### src/inc/conv_pkg.sv
/*
  Shared constants and types for the converter control block: register
  indices, field positions, reset values and timing counts.
  Assumes a 10 MHz system clock and a classic Wishbone register bus.
*/
package conv_pkg;

  // ----------------------------------------------------------------
  // Register indices (byte address = 4 * index)
  // ----------------------------------------------------------------
  localparam logic [3:0] IDX_CMP_CTRL    = 4'h0;
  localparam logic [3:0] IDX_PIN_DISABLE = 4'h1;
  localparam logic [3:0] IDX_CTRL_A      = 4'h2;
  localparam logic [3:0] IDX_CTRL_B      = 4'h3;
  localparam logic [3:0] IDX_MUX_SEL     = 4'h4;
  localparam logic [3:0] IDX_RES_LOW     = 4'h5;
  localparam logic [3:0] IDX_RES_HIGH    = 4'h6;
  localparam logic [3:0] IDX_CPU_STATUS  = 4'h7;

  // ----------------------------------------------------------------
  // Field positions
  // ----------------------------------------------------------------
  // Comparator control/status
  localparam int CMP_OUT_BIT     = 5;
  localparam int CMP_FLAG_BIT    = 4;
  localparam int CMP_IE_BIT      = 3;
  localparam int CMP_CAPT_BIT    = 2;
  // Control A
  localparam int CA_ENABLE_BIT   = 7;
  localparam int CA_START_BIT    = 6;
  localparam int CA_AUTO_BIT     = 5;
  localparam int CA_DONE_BIT     = 4;
  // Control B
  localparam int CB_MUXEN_BIT    = 6;
  // Mux select
  localparam int MX_LEFT_BIT     = 5;
  // CPU status word
  localparam int GIE_BIT         = 7;

  // ----------------------------------------------------------------
  // Reset values and counts
  // ----------------------------------------------------------------
  localparam logic [7:0] REG_RESET      = 8'h00;
  localparam logic [3:0] CONV_CYCLES    = 4'hd;
  localparam logic [2:0] PRESCALE_LAST  = 3'h7;
  localparam logic [2:0] TRIG_FREE_RUN  = 3'h0;

  // ----------------------------------------------------------------
  // Types
  // ----------------------------------------------------------------
  typedef enum logic [1:0] {
    CMP_TOGGLE  = 2'h0,
    CMP_RESVD   = 2'h1,
    CMP_FALLING = 2'h2,
    CMP_RISING  = 2'h3
  } cmp_mode_t;

  typedef enum logic [1:0] {
    ST_IDLE = 2'h0,
    ST_WAIT = 2'h1,
    ST_CONV = 2'h3
  } conv_state_t;

  typedef struct packed {
    logic        cyc;
    logic        stb;
    logic        we;
    logic [5:0]  adr;
    logic [3:0]  sel;
    logic [31:0] dat;
  } wb_req_t;

  typedef struct packed {
    logic        ack;
    logic [31:0] dat;
  } wb_rsp_t;

  typedef struct packed {
    logic [7:0]  cmp_ctrl;
    logic [7:0]  pin_disable;
    logic [7:0]  ctrl_a;
    logic [7:0]  ctrl_b;
    logic [7:0]  mux_sel;
    logic [7:0]  cpu_status;
    logic [7:0]  mux_active;
    logic [9:0]  result;
    logic        read_lock;
    conv_state_t state;
    logic [3:0]  conv_count;
    logic [2:0]  prescale;
    logic        cmp_meta;
    logic        cmp_sync;
    logic        cmp_prev;
    logic [7:0]  trig_meta;
    logic [7:0]  trig_sync;
    logic        trig_prev;
    logic [7:0]  port_meta;
    logic [7:0]  port_sync;
    logic        ack;
    logic [31:0] rdata;
    logic        cmp_irq;
    logic        capture_in;
    logic [3:0]  neg_sel;
    logic        conv_pulse;
    logic        sample_req;
  } conv_state_reg_t;

endpackage

### src/hdl/analog_conversion_control.sv
/*
  Control logic around an analog comparator and a 10-bit successive
  approximation converter, with a Wishbone classic register slave.
  Assumes the analog core hands back a 10-bit code on sample request,
  and that the comparator output and trigger lines are asynchronous.
*/
// Operation
// RULE_01 - Capture-route bit feeds comparator output to timer capture input, else none.
// RULE_02 - Comparator mode: 00 toggle, 01 reserved, 10 falling, 11 rising.
// RULE_03 - Software clears comparator interrupt enable before changing the mode.
// RULE_04 - Mux enable with converter off picks channel pin as negative input.
// RULE_05 - Input disable bit forces that pin's port read to zero; code gates only pins 0 and 1, pins 2 to 7 read through.
// RULE_06 - Conversion yields 10-bit unsigned code, ground minimum.
// RULE_07 - Reference and channel selections apply only while converter is enabled.
// RULE_08 - Result right-aligned by default, left-aligned when left adjust set.
// RULE_09 - Reading low byte locks result bytes until high byte is read.
// RULE_10 - Done flag still rises when a locked result is discarded.
// RULE_11 - Writing start begins conversion; start reads one until completion.
// RULE_12 - Channel change mid-conversion applies only after conversion ends.
// RULE_13 - Auto-trigger rising edge resets prescaler and starts conversion.
// RULE_14 - Trigger edges during conversion ignored; held level starts nothing.
// RULE_15 - Trigger flags set even when masked; software clears before next event.
// RULE_16 - Done flag as trigger runs free; first conversion needs start write.
// RULE_17 - Start write works under auto-trigger; start reads one in any conversion.
// RULE_18 - Comparator flag sets on event, clears on vector taken or write one.
// RULE_19 - Comparator status passes a two-stage synchroniser.
// RULE_20 - Conversion takes 13 converter clocks, then result and done flag update.
// RULE_21 - Comparator request only when its enable and global enable are set.
// RULE_22 - Left mode: bits 9..2 high byte, 1..0 top of low byte.
`timescale 1ns/1ps

module analog_conversion_control (
  // Clock and reset
  input  wire logic              ref_clk,
  input  wire logic              rst,
  // Register bus
  input  wire conv_pkg::wb_req_t wb_req,
  output logic                   wb_ack,
  output logic [31:0]            wb_dat_o,
  // Comparator and pins
  input  wire logic              cmp_raw_out,
  input  wire logic [7:0]        port_pins_in,
  output logic [7:0]             port_pins_read,
  output logic                   capture_route_out,
  output logic [3:0]             cmp_neg_select,
  output logic                   cmp_irq_req,
  input  wire logic              cmp_vector_taken,
  // Converter core and triggers
  input  wire logic [9:0]        analog_code,
  input  wire logic [7:0]        trigger_sources,
  output logic                   sample_request,
  output logic [7:0]             active_mux_select,
  output logic                   conv_done_pulse
);
  import conv_pkg::*;

  conv_state_reg_t r;
  conv_state_reg_t next_r;

  // ----------------------------------------------------------------
  // Combinational next state
  // ----------------------------------------------------------------
  logic       wr;
  logic       rd;
  logic       cmp_event;
  logic       trig_level;
  logic       trig_edge;
  logic       start_req;
  logic       conv_end;
  logic       tick;
  logic [7:0] res_low;
  logic [7:0] res_high;
  logic [7:0] rd_byte;

  always_comb begin
    next_r = r;
    wr = wb_req.cyc && wb_req.stb && wb_req.we && !r.ack && wb_req.sel[0];
    rd = wb_req.cyc && wb_req.stb && !wb_req.we && !r.ack;

    // Synchronisers for asynchronous inputs
    next_r.cmp_meta  = cmp_raw_out;
    next_r.cmp_sync  = r.cmp_meta;                              // RULE_19
    next_r.cmp_prev  = r.cmp_sync;
    next_r.trig_meta = trigger_sources;
    next_r.trig_sync = r.trig_meta;
    next_r.port_meta = port_pins_in;
    next_r.port_sync = r.port_meta;

    // Comparator event selection
    unique case (cmp_mode_t'(r.cmp_ctrl[1:0]))
      CMP_TOGGLE:  cmp_event = r.cmp_sync ^ r.cmp_prev;         // RULE_02
      CMP_RESVD:   cmp_event = 1'b0;                            // RULE_02
      CMP_FALLING: cmp_event = r.cmp_prev & ~r.cmp_sync;        // RULE_02
      CMP_RISING:  cmp_event = r.cmp_sync & ~r.cmp_prev;        // RULE_02
    endcase
    next_r.cmp_ctrl[CMP_OUT_BIT] = r.cmp_sync;                  // RULE_19

    // Converter timing: prescaler tick every 8 system clocks
    tick = r.ctrl_a[CA_ENABLE_BIT] && (r.prescale == PRESCALE_LAST);
    next_r.prescale = r.ctrl_a[CA_ENABLE_BIT] ? r.prescale + 3'h1 : 3'h0;
    conv_end = (r.state == ST_CONV) && tick && (r.conv_count == CONV_CYCLES - 4'h1);

    // Trigger source selection; code 0 is the done flag for free running
    if (r.ctrl_b[2:0] == TRIG_FREE_RUN)
      trig_level = r.ctrl_a[CA_DONE_BIT];
    else
      trig_level = r.trig_sync[r.ctrl_b[2:0]];
    next_r.trig_prev = trig_level;
    trig_edge = trig_level && !r.trig_prev && (r.ctrl_b[2:0] != TRIG_FREE_RUN);

    // Result byte views
    if (r.mux_sel[MX_LEFT_BIT]) begin
      res_high = r.result[9:2];                                 // RULE_22
      res_low  = {r.result[1:0], 6'h00};                        // RULE_22
    end else begin
      res_high = {6'h00, r.result[9:8]};                        // RULE_08
      res_low  = r.result[7:0];                                 // RULE_08
    end

    // Bus read data
    unique case (wb_req.adr[5:2])
      IDX_CMP_CTRL:    rd_byte = r.cmp_ctrl;
      IDX_PIN_DISABLE: rd_byte = r.pin_disable;
      IDX_CTRL_A:      rd_byte = r.ctrl_a;
      IDX_CTRL_B:      rd_byte = r.ctrl_b;
      IDX_MUX_SEL:     rd_byte = r.mux_sel;
      IDX_RES_LOW:     rd_byte = res_low;
      IDX_RES_HIGH:    rd_byte = res_high;
      IDX_CPU_STATUS:  rd_byte = r.cpu_status;
      default:         rd_byte = 8'h00;
    endcase
    next_r.ack   = wb_req.cyc && wb_req.stb && !r.ack;
    next_r.rdata = rd ? {24'h000000, rd_byte} : 32'h00000000;

    // Result read lock
    if (rd && wb_req.adr[5:2] == IDX_RES_LOW)
      next_r.read_lock = 1'b1;                                  // RULE_09
    if (rd && wb_req.adr[5:2] == IDX_RES_HIGH)
      next_r.read_lock = 1'b0;                                  // RULE_09

    // Register writes
    start_req = 1'b0;
    if (wr) begin
      unique case (wb_req.adr[5:2])
        IDX_CMP_CTRL: begin
          next_r.cmp_ctrl[3:0] = wb_req.dat[3:0];
          if (wb_req.dat[CMP_FLAG_BIT])
            next_r.cmp_ctrl[CMP_FLAG_BIT] = 1'b0;               // RULE_18
        end
        IDX_PIN_DISABLE: next_r.pin_disable = wb_req.dat[7:0];
        IDX_CTRL_A: begin
          next_r.ctrl_a[7]   = wb_req.dat[7];
          next_r.ctrl_a[5]   = wb_req.dat[5];
          next_r.ctrl_a[3:0] = wb_req.dat[3:0];
          if (wb_req.dat[CA_DONE_BIT])
            next_r.ctrl_a[CA_DONE_BIT] = 1'b0;                  // RULE_15
          start_req = wb_req.dat[CA_START_BIT];                 // RULE_17
        end
        IDX_CTRL_B:     next_r.ctrl_b = wb_req.dat[7:0];
        IDX_MUX_SEL:    next_r.mux_sel = wb_req.dat[7:0];
        IDX_CPU_STATUS: next_r.cpu_status = wb_req.dat[7:0];
        default: ;
      endcase
    end
    if (cmp_vector_taken)
      next_r.cmp_ctrl[CMP_FLAG_BIT] = 1'b0;                     // RULE_18
    if (cmp_event)
      next_r.cmp_ctrl[CMP_FLAG_BIT] = 1'b1;                     // RULE_18

    // Selection follows the written value while enabled, except mid-conversion
    if (r.ctrl_a[CA_ENABLE_BIT] && (r.state != ST_CONV || conv_end))
      next_r.mux_active = r.mux_sel;                            // RULE_07 RULE_12

    // Conversion sequencer
    next_r.conv_pulse = 1'b0;
    next_r.sample_req = 1'b0;
    unique case (r.state)
      ST_IDLE: begin
        if (r.ctrl_a[CA_ENABLE_BIT] && start_req) begin
          next_r.ctrl_a[CA_START_BIT] = 1'b1;                   // RULE_11
          next_r.state = ST_WAIT;
        end else if (r.ctrl_a[CA_ENABLE_BIT] && r.ctrl_a[CA_AUTO_BIT] && trig_edge) begin
          next_r.ctrl_a[CA_START_BIT] = 1'b1;                   // RULE_17
          next_r.prescale = 3'h0;                               // RULE_13
          next_r.state = ST_WAIT;
        end
      end
      ST_WAIT: begin
        if (tick) begin
          next_r.state = ST_CONV;
          next_r.conv_count = 4'h0;
          next_r.sample_req = 1'b1;
        end
      end
      ST_CONV: begin
        // Edges arriving here are ignored
        if (tick)
          next_r.conv_count = r.conv_count + 4'h1;              // RULE_20 RULE_14
        if (conv_end) begin
          next_r.ctrl_a[CA_DONE_BIT] = 1'b1;                    // RULE_10 RULE_20
          next_r.conv_pulse = 1'b1;
          if (!r.read_lock)
            next_r.result = analog_code;                        // RULE_06 RULE_09
          if (r.ctrl_a[CA_AUTO_BIT] && r.ctrl_b[2:0] == TRIG_FREE_RUN) begin
            next_r.state = ST_CONV;                             // RULE_16
            next_r.conv_count = 4'h0;
            next_r.sample_req = 1'b1;
          end else begin
            next_r.state = ST_IDLE;
            next_r.ctrl_a[CA_START_BIT] = 1'b0;                 // RULE_11
          end
        end
      end
      default: next_r.state = ST_IDLE;
    endcase
    if (!r.ctrl_a[CA_ENABLE_BIT]) begin
      next_r.state = ST_IDLE;
      next_r.ctrl_a[CA_START_BIT] = 1'b0;
    end

    // Comparator side outputs
    next_r.cmp_irq = next_r.cmp_ctrl[CMP_FLAG_BIT] && next_r.cmp_ctrl[CMP_IE_BIT]
                     && next_r.cpu_status[GIE_BIT];             // RULE_21
    next_r.capture_in = r.cmp_ctrl[CMP_CAPT_BIT] && r.cmp_sync; // RULE_01
    if (r.ctrl_b[CB_MUXEN_BIT] && !r.ctrl_a[CA_ENABLE_BIT])
      next_r.neg_sel = {1'b1, r.mux_sel[2:0]};                  // RULE_04
    else
      next_r.neg_sel = 4'h0;                                    // RULE_04
  end

  // ----------------------------------------------------------------
  // State register
  // ----------------------------------------------------------------
  always_ff @(posedge ref_clk or posedge rst) begin
    if (rst) begin
      r <= '0;
    end else begin
      r <= next_r;
    end
  end

  // ----------------------------------------------------------------
  // Outputs
  // ----------------------------------------------------------------
  assign wb_ack            = r.ack;
  assign wb_dat_o          = r.rdata;
  assign cmp_irq_req       = r.cmp_irq;
  assign capture_route_out = r.capture_in;
  assign cmp_neg_select    = r.neg_sel;
  assign sample_request    = r.sample_req;
  assign active_mux_select = r.mux_active;
  assign conv_done_pulse   = r.conv_pulse;

  // Disabled pins 0 and 1 read zero; pins 2 to 7 ignore their disable bit
  genvar g;
  for (g = 0; g < 8; g++) begin : g_pin
    logic pin_q;
    always_ff @(posedge ref_clk or posedge rst) begin
      if (rst) begin
        pin_q <= 1'b0;
      end else begin
        pin_q <= (g < 2 && r.pin_disable[g]) ? 1'b0 : r.port_sync[g]; // RULE_05
      end
    end
    assign port_pins_read[g] = pin_q;
  end

  // ----------------------------------------------------------------
  // Assertions
  // ----------------------------------------------------------------
  a_irq_gating: assert property (@(posedge ref_clk) disable iff (rst)
    cmp_irq_req |-> (r.cmp_ctrl[CMP_IE_BIT] && r.cpu_status[GIE_BIT]))
    else $error("comparator request without enables"); // RULE_21
  a_route_off: assert property (@(posedge ref_clk) disable iff (rst)
    !$past(r.cmp_ctrl[CMP_CAPT_BIT]) |-> !capture_route_out)
    else $error("capture path active while disabled"); // RULE_01
  a_mux_off: assert property (@(posedge ref_clk) disable iff (rst)
    $past(r.ctrl_a[CA_ENABLE_BIT]) |-> cmp_neg_select == 4'h0)
    else $error("channel mux used while converter on"); // RULE_04
  a_pin_zero: assert property (@(posedge ref_clk) disable iff (rst)
    $past(r.pin_disable[0]) |-> !port_pins_read[0])
    else $error("disabled pin read nonzero"); // RULE_05
  a_lock_hold: assert property (@(posedge ref_clk) disable iff (rst)
    r.read_lock && $stable(r.read_lock) |-> $stable(r.result))
    else $error("result changed while locked"); // RULE_09
  a_done_flag: assert property (@(posedge ref_clk) disable iff (rst)
    conv_done_pulse |-> r.ctrl_a[CA_DONE_BIT])
    else $error("done pulse without flag"); // RULE_10
  a_start_busy: assert property (@(posedge ref_clk) disable iff (rst)
    r.state == ST_CONV |-> r.ctrl_a[CA_START_BIT])
    else $error("start bit low during conversion"); // RULE_17
  a_conv_len: assert property (@(posedge ref_clk) disable iff (rst)
    sample_request |=> !conv_done_pulse [*8])
    else $error("conversion ended too early"); // RULE_20
  a_cmp_sync: assert property (@(posedge ref_clk) disable iff (rst)
    r.cmp_ctrl[CMP_OUT_BIT] == $past(r.cmp_meta, 2))
    else $error("comparator status delay wrong"); // RULE_19
  a_mux_pick: assert property (@(posedge ref_clk) disable iff (rst) // RULE_04
    $past(r.ctrl_b[CB_MUXEN_BIT] && !r.ctrl_a[CA_ENABLE_BIT])
    |-> cmp_neg_select == {1'b1, $past(r.mux_sel[2:0])})
    else $error("negative input pick wrong");
  a_route_on: assert property (@(posedge ref_clk) disable iff (rst) // RULE_01
    $past(r.cmp_ctrl[CMP_CAPT_BIT]) |-> capture_route_out == $past(r.cmp_sync))
    else $error("capture path does not follow comparator");
  a_irq_set: assert property (@(posedge ref_clk) disable iff (rst) // RULE_21
    r.cmp_ctrl[CMP_FLAG_BIT] && r.cmp_ctrl[CMP_IE_BIT] && r.cpu_status[GIE_BIT] |-> cmp_irq_req)
    else $error("comparator request missing");
  a_rise_flag: assert property (@(posedge ref_clk) disable iff (rst) // RULE_02
    r.cmp_ctrl[1:0] == CMP_RISING && r.cmp_sync && !r.cmp_prev |=> r.cmp_ctrl[CMP_FLAG_BIT])
    else $error("rising edge did not set flag");
  a_fall_flag: assert property (@(posedge ref_clk) disable iff (rst) // RULE_02
    r.cmp_ctrl[1:0] == CMP_FALLING && !r.cmp_sync && r.cmp_prev |=> r.cmp_ctrl[CMP_FLAG_BIT])
    else $error("falling edge did not set flag");
  a_toggle_flag: assert property (@(posedge ref_clk) disable iff (rst) // RULE_18
    r.cmp_ctrl[1:0] == CMP_TOGGLE && r.cmp_sync != r.cmp_prev |=> r.cmp_ctrl[CMP_FLAG_BIT])
    else $error("toggle did not set flag");
  a_idle_start: assert property (@(posedge ref_clk) disable iff (rst) // RULE_11
    r.state == ST_IDLE |-> !r.ctrl_a[CA_START_BIT])
    else $error("start bit high while idle");
  a_free_restart: assert property (@(posedge ref_clk) disable iff (rst) // RULE_16
    conv_done_pulse && $past(r.ctrl_a[CA_AUTO_BIT])
    && $past(r.ctrl_b[2:0]) == TRIG_FREE_RUN |-> sample_request)
    else $error("free running did not restart");
  a_lock_set: assert property (@(posedge ref_clk) disable iff (rst) // RULE_09
    rd && wb_req.adr[5:2] == IDX_RES_LOW |=> r.read_lock)
    else $error("low byte read did not lock");
  a_mux_frozen: assert property (@(posedge ref_clk) disable iff (rst) // RULE_12
    $past(r.state == ST_CONV && !conv_end) |-> $stable(active_mux_select))
    else $error("selection changed mid-conversion");
  a_mux_gated: assert property (@(posedge ref_clk) disable iff (rst) // RULE_07
    !$past(r.ctrl_a[CA_ENABLE_BIT]) |-> $stable(active_mux_select))
    else $error("selection applied while disabled");
  a_prescale_rst: assert property (@(posedge ref_clk) disable iff (rst) // RULE_13
    r.state == ST_IDLE && r.ctrl_a[CA_ENABLE_BIT] && r.ctrl_a[CA_AUTO_BIT]
    && trig_edge && !start_req |=> r.prescale == 3'h0)
    else $error("trigger did not reset prescaler");
  a_left_high: assert property (@(posedge ref_clk) disable iff (rst) // RULE_22
    rd && wb_req.adr[5:2] == IDX_RES_HIGH && r.mux_sel[MX_LEFT_BIT]
    |=> wb_dat_o[7:0] == $past(r.result[9:2]))
    else $error("left aligned high byte wrong");
  a_right_high: assert property (@(posedge ref_clk) disable iff (rst) // RULE_08
    rd && wb_req.adr[5:2] == IDX_RES_HIGH && !r.mux_sel[MX_LEFT_BIT]
    |=> wb_dat_o[7:0] == {6'h00, $past(r.result[9:8])})
    else $error("right aligned high byte wrong");

endmodule

### config.mk
export PLATFORM = sky130hd
export DESIGN_NAME = analog_conversion_control
export DESIGN_NICKNAME = d
export VERILOG_FILES = /design/src/inc/conv_pkg.sv /design/src/hdl/analog_conversion_control.sv
export SDC_FILE = /design/constraint.sdc
export NUM_CORES = 1
export LEC_CHECK = 0
export ABC_AREA = 1
export BUFFER_PORTS_ARGS = -buffer_cell sky130_fd_sc_hd__buf_4
export CAP_MARGIN = 30
export CORE_ASPECT_RATIO = 1.5
export CORE_MARGIN = 2
export CORE_UTILIZATION = 49
export DETAILED_ROUTE_END_ITERATION = 16
export PLACE_DENSITY = 0.76
export SYNTH_ARGS = -nofsm -noshare
export SYNTH_HDL_FRONTEND = slang
export SYNTH_SLANG_ARGS = --single-unit
### constraint.sdc
create_clock -name ref_clk -period 4.85 [get_ports ref_clk]
set_input_delay 1.2125 -clock ref_clk [delete_from_list [all_inputs] [get_ports ref_clk]]
set_output_delay 1.2125 -clock ref_clk [all_outputs]
set_load 0.1 [all_outputs]
==> results_dict.tcl, run 1 <==
set metrics [dict create \
    run_status "finished clean" \
    end_kind "register" \
    num_vias 4088 \
    coreArea_mm2 0.01147 \
    dieArea_mm2 0.01260 \
    cts_resized 0 \
    hp-class "register to register" \
    syn-instance-count 601 \
    cap_viol_max_count 0 \
    timing.rr.start "r[77]" \
    cts_tree "built" \
    path_class "input pin to register" \
    p_per_area_mw_per_mm2 421.8 \
    synthDistinctLibCells 36 \
    synth_mux_area_frac 0.01178 \
    fin_worst_skew_ns 0.01219 \
    rows 48 \
    synth_area_mm2 0.005734 \
    cts_buffers 17 \
    drive_gt1_frac 0.2107 \
    placed_cell_area_mm2 0.006161 \
    hold_path_depth 0 \
    r2r_cells 7 \
    yosys.area_share.simple 0.1641 \
    synth_xor_area_frac 0.001527 \
    wire_per_inst_um 14.22 \
    p_leak_nw 3.374 \
    fmax_mhz 404.7 \
    min_from "next_r[64]" \
    antenna_left 0 \
    ys_warn_count 0 \
    port_buffers 78 \
    cts_setup_buffers 0 \
    drt_iter0_drc 295 \
    ir_drop_v 0.0002717 \
    grt_max_degree 61 \
    clkLatencyLatePin_ns 0.42 \
    dp_hpwl_um 8471 \
    synth-compound-area-share 0.1017 \
    ys_ff_latch 134 \
    antenna_found_initial 0 \
    finalSetupTns_ns 0 \
    cp.arrival_ns 2.79 \
    finalCriticalPeriod_ns 2.471 \
    avgSynthCellArea_um2 9.541 \
    period_share 0.5094 \
    gp_congestion 0.9175 \
    post-route-cell-area_mm2 0.006765 \
    cts.clk_slew.worst_paths_ns 0.07 \
    clock-sinks 134 \
    crit_fanout 13 \
    cts_root_buf "clkbuf_16" \
    routed_wl_um 11720 \
    grt_overflow_total 0 \
    rsz0062_at_grt "no" \
    clockBufferDepth 2 \
    htreeDepth 4 \
    final-hold-violation-count 0 \
    crit_required_ns 5.17 \
    drtPass1Iterations 5 \
    syn_to_final_growth_pct 17.98 \
    critPathLaunchType "input pin" \
    n_antenna_cell 0 \
    slew-limit-headroom 0.5299 \
    setup_viol 0 \
    grt_pass1_vias 3882 \
    min_to "r[64]" \
    die_y_um 136.5 \
    synth_top_family_by_area "simple AND/OR/NAND/NOR gates" \
    fin_nets 742 \
    cts_hold_buffers 0 \
    grt_pass1_wl_um 18700 \
    slew_viol_final 0 \
    dieWidth_um 92.33 \
    synthAdderAreaFrac 0.01309 \
    io-pin-count 132 \
    viasPerCell 4.961 \
    drc_errors 0 \
    grtUsageTotal 0.1958 \
    synth_seq_area_share 0.5848 \
    startpoint "wb_req[41]" \
    start_util 0.4999 \
    r2r-end "r[89]" \
    tightest_slew_ns 0.7051 \
    ff2ff_setup_slack_ns 2.93 \
]
worst max-delay path by stage:
stage	slack [ns]	endpoint	depth (start not counted)
global route	2.26	r[135]	11
CTS	2.42	r[135]	11
floorplan	0.05	active_mux_select[0]	1
finish	2.38	r[135]	11
detailed placement	1.98	r[135]	11
global placement	2.02	wb_dat_o[1]	6
registers in the layout, indices dropped and copies added, names as in the netlist, 4 cells and up:
signal,cells
active_mux_select,8
r,83
next_r,18
cmp_neg_select,4
g_pin.pin_q,8
wb_dat_o,8
cell usage after synthesis, drive strengths merged:
master	instances	area (um2)
a211oi	4	30.03
a21o	1	7.510
a21oi	15	75.07
a22oi	2	15.01
a31oi	2	12.51
and3	1	6.260
buf	60	442.9
clkbuf	2	7.510
clkinv	1	3.750
conb	1	3.750
dfrtp	134	3353
ha	6	75.07
inv	66	247.7
mux2	6	67.56
nand2	142	560.5
nand3	19	105.1
nand4	3	18.77
nor2	48	227.7
nor3	3	15.01
nor3b	1	7.510
o211ai	1	7.510
o21ai	76	384.1
o2bb2ai	3	26.28
o31ai	1	7.510
o32ai	2	17.52
xor2	1	8.760
placed cells by master, fill, tap and decap left out, types with 5 or more instances in the layout:
master / netlist / final
nand3_1: 17 / 17
a21oi_1: 15 / 15
inv_8: 0 / 5
inv_1: 64 / 63
nor2_1: 39 / 39
dfrtp_1: 134 / 134
buf_4: 52 / 80
conb_1: 1 / 24
ha_1: 6 / 6
nor2_4: 5 / 5
inv_6: 0 / 6
nand2_1: 131 / 131
o21ai_0: 56 / 56
clkbuf_16: 0 / 17
nand2_2: 11 / 11
o21ai_1: 19 / 19
power breakdown:
group / internal [mW] / total (mW) / leakage (nW) / switching [mW]
combinational: 0.0745 / 0.355 / 1.36 / 0.281
clock: 0.740 / 1.29 / 0.295 / 0.547
sequential: 1.18 / 1.21 / 1.72 / 0.0343
final cells by class:
class                           count  area, um2
Fill cell                         959       4706
Sequential cell                   134       3353
Multi-Input combinational cell    361       1765
Timing Repair Buffer               80      600.6
Clock buffer                       17      425.4
Inverter                           67      254.0
Tap cell                          150      187.7
Clock inverter                     15      178.9
stage by stage:
step / cells / power [mW] / setup slack, ns / util / hold slack [ns]
floorplan: 624 / 1.530 / 0.05475 / - / 0.3312
global placement: 792 / 1.580 / 2.022 / 0.5371 / 0.3313
detailed placement: 792 / 1.587 / 1.983 / 0.5371 / 0.3347
CTS: 824 / 2.878 / 2.418 / 0.5898 / 0.3490
global route: 824 / 2.960 / 2.261 / 0.5898 / 0.3529
finish: 824 / 2.854 / 2.379 / 0.5898 / 0.3455
logic make-up (layout without fill, tap and decap cells):
family                     Yosys count  count (layout)
other                                1              24
and+or+nand+nor                    217             217
adders and majority gates            6               6
muxes                                6               6
AOI/OAI and AO/OA                  107             107
xor gates and xnor gates             1               1
buffers and inverters              129             179
DFF                                134             134
critical path, stage by stage:
cell and delay, ns:
buf_4 0.12, nor2_2 0.50, inv_1 0.16, nor2_4 0.23, nand3_1 0.13, nand2_1 0.11, nor2_1 0.05, nand2_1 0.11
nand2_1 0.06, nand2_1 0.06, nand2_1 0.05
per-layer routing:
layer / part of all wire / GRT usage / vias up
li1: - / - / 1965
met2: 0.53 / 0.3410 / 154
met1: 0.40 / 0.2332 / 1945
met4: 0.022 / 0.07960 / 0
met5: 0 / 0 / -
met3: 0.051 / 0.04626 / 24
(Power assumes the default switching activity.)
==> run 2, diff against run 1 <==
Clock period 4.85 ns to 2.03 ns, I/O delays scaled along.
==> run 2 against run 1 <==
Clock skew is 0.0039 ns lower. Worst hold slack got worse by 0.18 ns. Wire length up 2.4%. Core utilization is 0.75 points higher. Global-route usage grew 0.79 points. Register-to-register slack got worse by 2.7 ns. Clock-buffer cell count stayed put. Flip-flop and latch count is the same. Sequential share of layout area down 0.62 points. Critical path type is now register to register. Critical endpoint is now r[84]. Largest cell class unchanged. Highest routed layer unchanged.
==> results_dict.tcl, run 2 (synthesis gave the netlist of run 1 again) <==
set metrics [dict create \
    final_common_cell "dfrtp_1" \
    path_class "register to register" \
    finalSetupTns_ns 0 \
    cp.arrival_ns 2.16 \
    crit_top_cell "nor2_1" \
    dieArea_mm2 0.01260 \
    crit_fanout 6 \
    cts_root_buf "clkbuf_16" \
    clock-sinks 134 \
    htreeDepth 4 \
    coreArea_mm2 0.01147 \
    antenna_found_initial 0 \
    largest_reg_flops 83 \
    drc_errors 0 \
    rsz0062_at_grt "no" \
    clkLatencyLatePin_ns 0.42 \
    total_power_mw 6.957 \
    wire_per_inst_um 14.48 \
    end_kind "register" \
    cts_buffers 17 \
    ir_drop_v 0.0007557 \
    drive_gt1_frac 0.2165 \
    cts_resized 0 \
    cts_hold_buffers 0 \
    run_status "finished clean" \
    n_antenna_cell 0 \
    dp_hpwl_um 8645 \
    grt_pass1_wl_um 19220 \
    crit_required_ns 2.35 \
    critical_path.max_stage_delay_ns 0.39 \
    num_vias 4096 \
    slew_viol_final 0 \
    setup_viol 0 \
    grt_max_degree 86 \
    cp_slowest_cell "dfrtp_1" \
    period_share 0.9103 \
    critPathLaunchType "register" \
    dieWidth_um 92.33 \
    p_per_area_mw_per_mm2 1015 \
    rows 48 \
    port_buffers 78 \
    hp-class "input pin to asynchronous set/reset pin" \
    p_leak_nw 3.418 \
    drtPass1Iterations 4 \
    gp_congestion 0.9137 \
    io-pin-count 132 \
    viasPerCell 4.941 \
    layout_common_cells "dfrtp_1 (134), nand2_1 (131), buf_4 (83)" \
    grt_pass1_vias 4020 \
    fin_worst_skew_ns 0.008343 \
    clockBufferDepth 2 \
    finalCriticalPeriod_ns 1.848 \
    grtUsageTotal 0.2037 \
    drt_iter0_drc 296 \
    grt_overflow_total 0 \
    die_y_um 136.5 \
    fmax_mhz 541.1 \
    start_util 0.4999 \
    cts_tree "built" \
    top_register "r" \
    cts.clk_slew.worst_paths_ns 0.06 \
    fin_nets 747 \
    cts_setup_buffers 0 \
    path_cells "ha_1, ha_1, nand2_2, nor2_2, nand2_2, nor2_1, nor2_1, nor2_1, a21o_1" \
    routed_wl_um 12000 \
    final-hold-violation-count 0 \
    antenna_left 0 \
    cap_viol_max_count 0 \
    syn_to_final_growth_pct 19.49 \
]
==> run 2: cell count changes in the layout (fill, tap and decap cells not counted), sizes merged <==
cell / delta
buf: +5
bufinv: +1
clkinv: +1
inv: -2
==> run 2: final timing paths <==
kind                                  from              to  slack [ns]  cells past startpoint
setup / recovery                     r[77]           r[84]        0.18                      9
hold / removal                         rst  g_pin[0].pin_q        0.17                      3
setup reg to reg                     r[77]           r[84]        0.18                      9
hold reg to reg                 next_r[62]           r[62]        0.35                      0
max in group asynchronous              rst          r[118]        1.45                      3
min in group ref_clk       port_pins_in[7]      next_r[48]        0.19                      1
==> run 2: worst max-delay path, delay by kind of cell, from the launching register on <==
family | cells | cell delay [ns]
simple gates | 6 | 0.76
compound gates | 1 | 0.18
fa+ha+maj | 2 | 0.40
flops | 1 | 0.39
==> run 2: through the flow <==
stage                     std cells  hold WS [ns]    util  setup WS [ns]  area, um2
final                           829        0.1690  0.5973         0.1821       6852
after global routing            829        0.1703  0.5973        0.05632       6852
after CTS                       829        0.1753  0.5973         0.1865       6852
after detailed placement        797        0.3347  0.5426         0.2107       6225
after global placement          797        0.3313  0.5426         0.2431       6225
after floorplan                 624        0.3312       -        -0.1427       5824
==> run 2: area by class of cell <==
type | instances | area, um2
clock buffers | 17 | 425.4
clock inverters | 15 | 201.4
fillers | 967 | 4619
inverters | 67 | 255.2
multi-input cells | 361 | 1765
flip-flops and latches | 134 | 3353
well taps | 150 | 187.7
repair buffers | 85 | 663.1
==> run 2: per-layer routing <==
metal,global-route usage,vias up,share of wire
met2,0.3520,164,0.52
met5,0,-,0
li1,-,1978,-
met4,0.1186,0,0.035
met3,0.04515,33,0.058
met1,0.2311,1921,0.38
==> run 2: power by group <==
group | switching [mW] | leakage, nW | internal [mW] | total [mW]
Clock | 1.31 | 0.309 | 1.89 | 3.20
Combinational | 0.675 | 1.39 | 0.189 | 0.863
Sequential | 0.0797 | 1.72 | 2.81 | 2.89
Total | 2.07 | 3.42 | 4.89 | 6.96
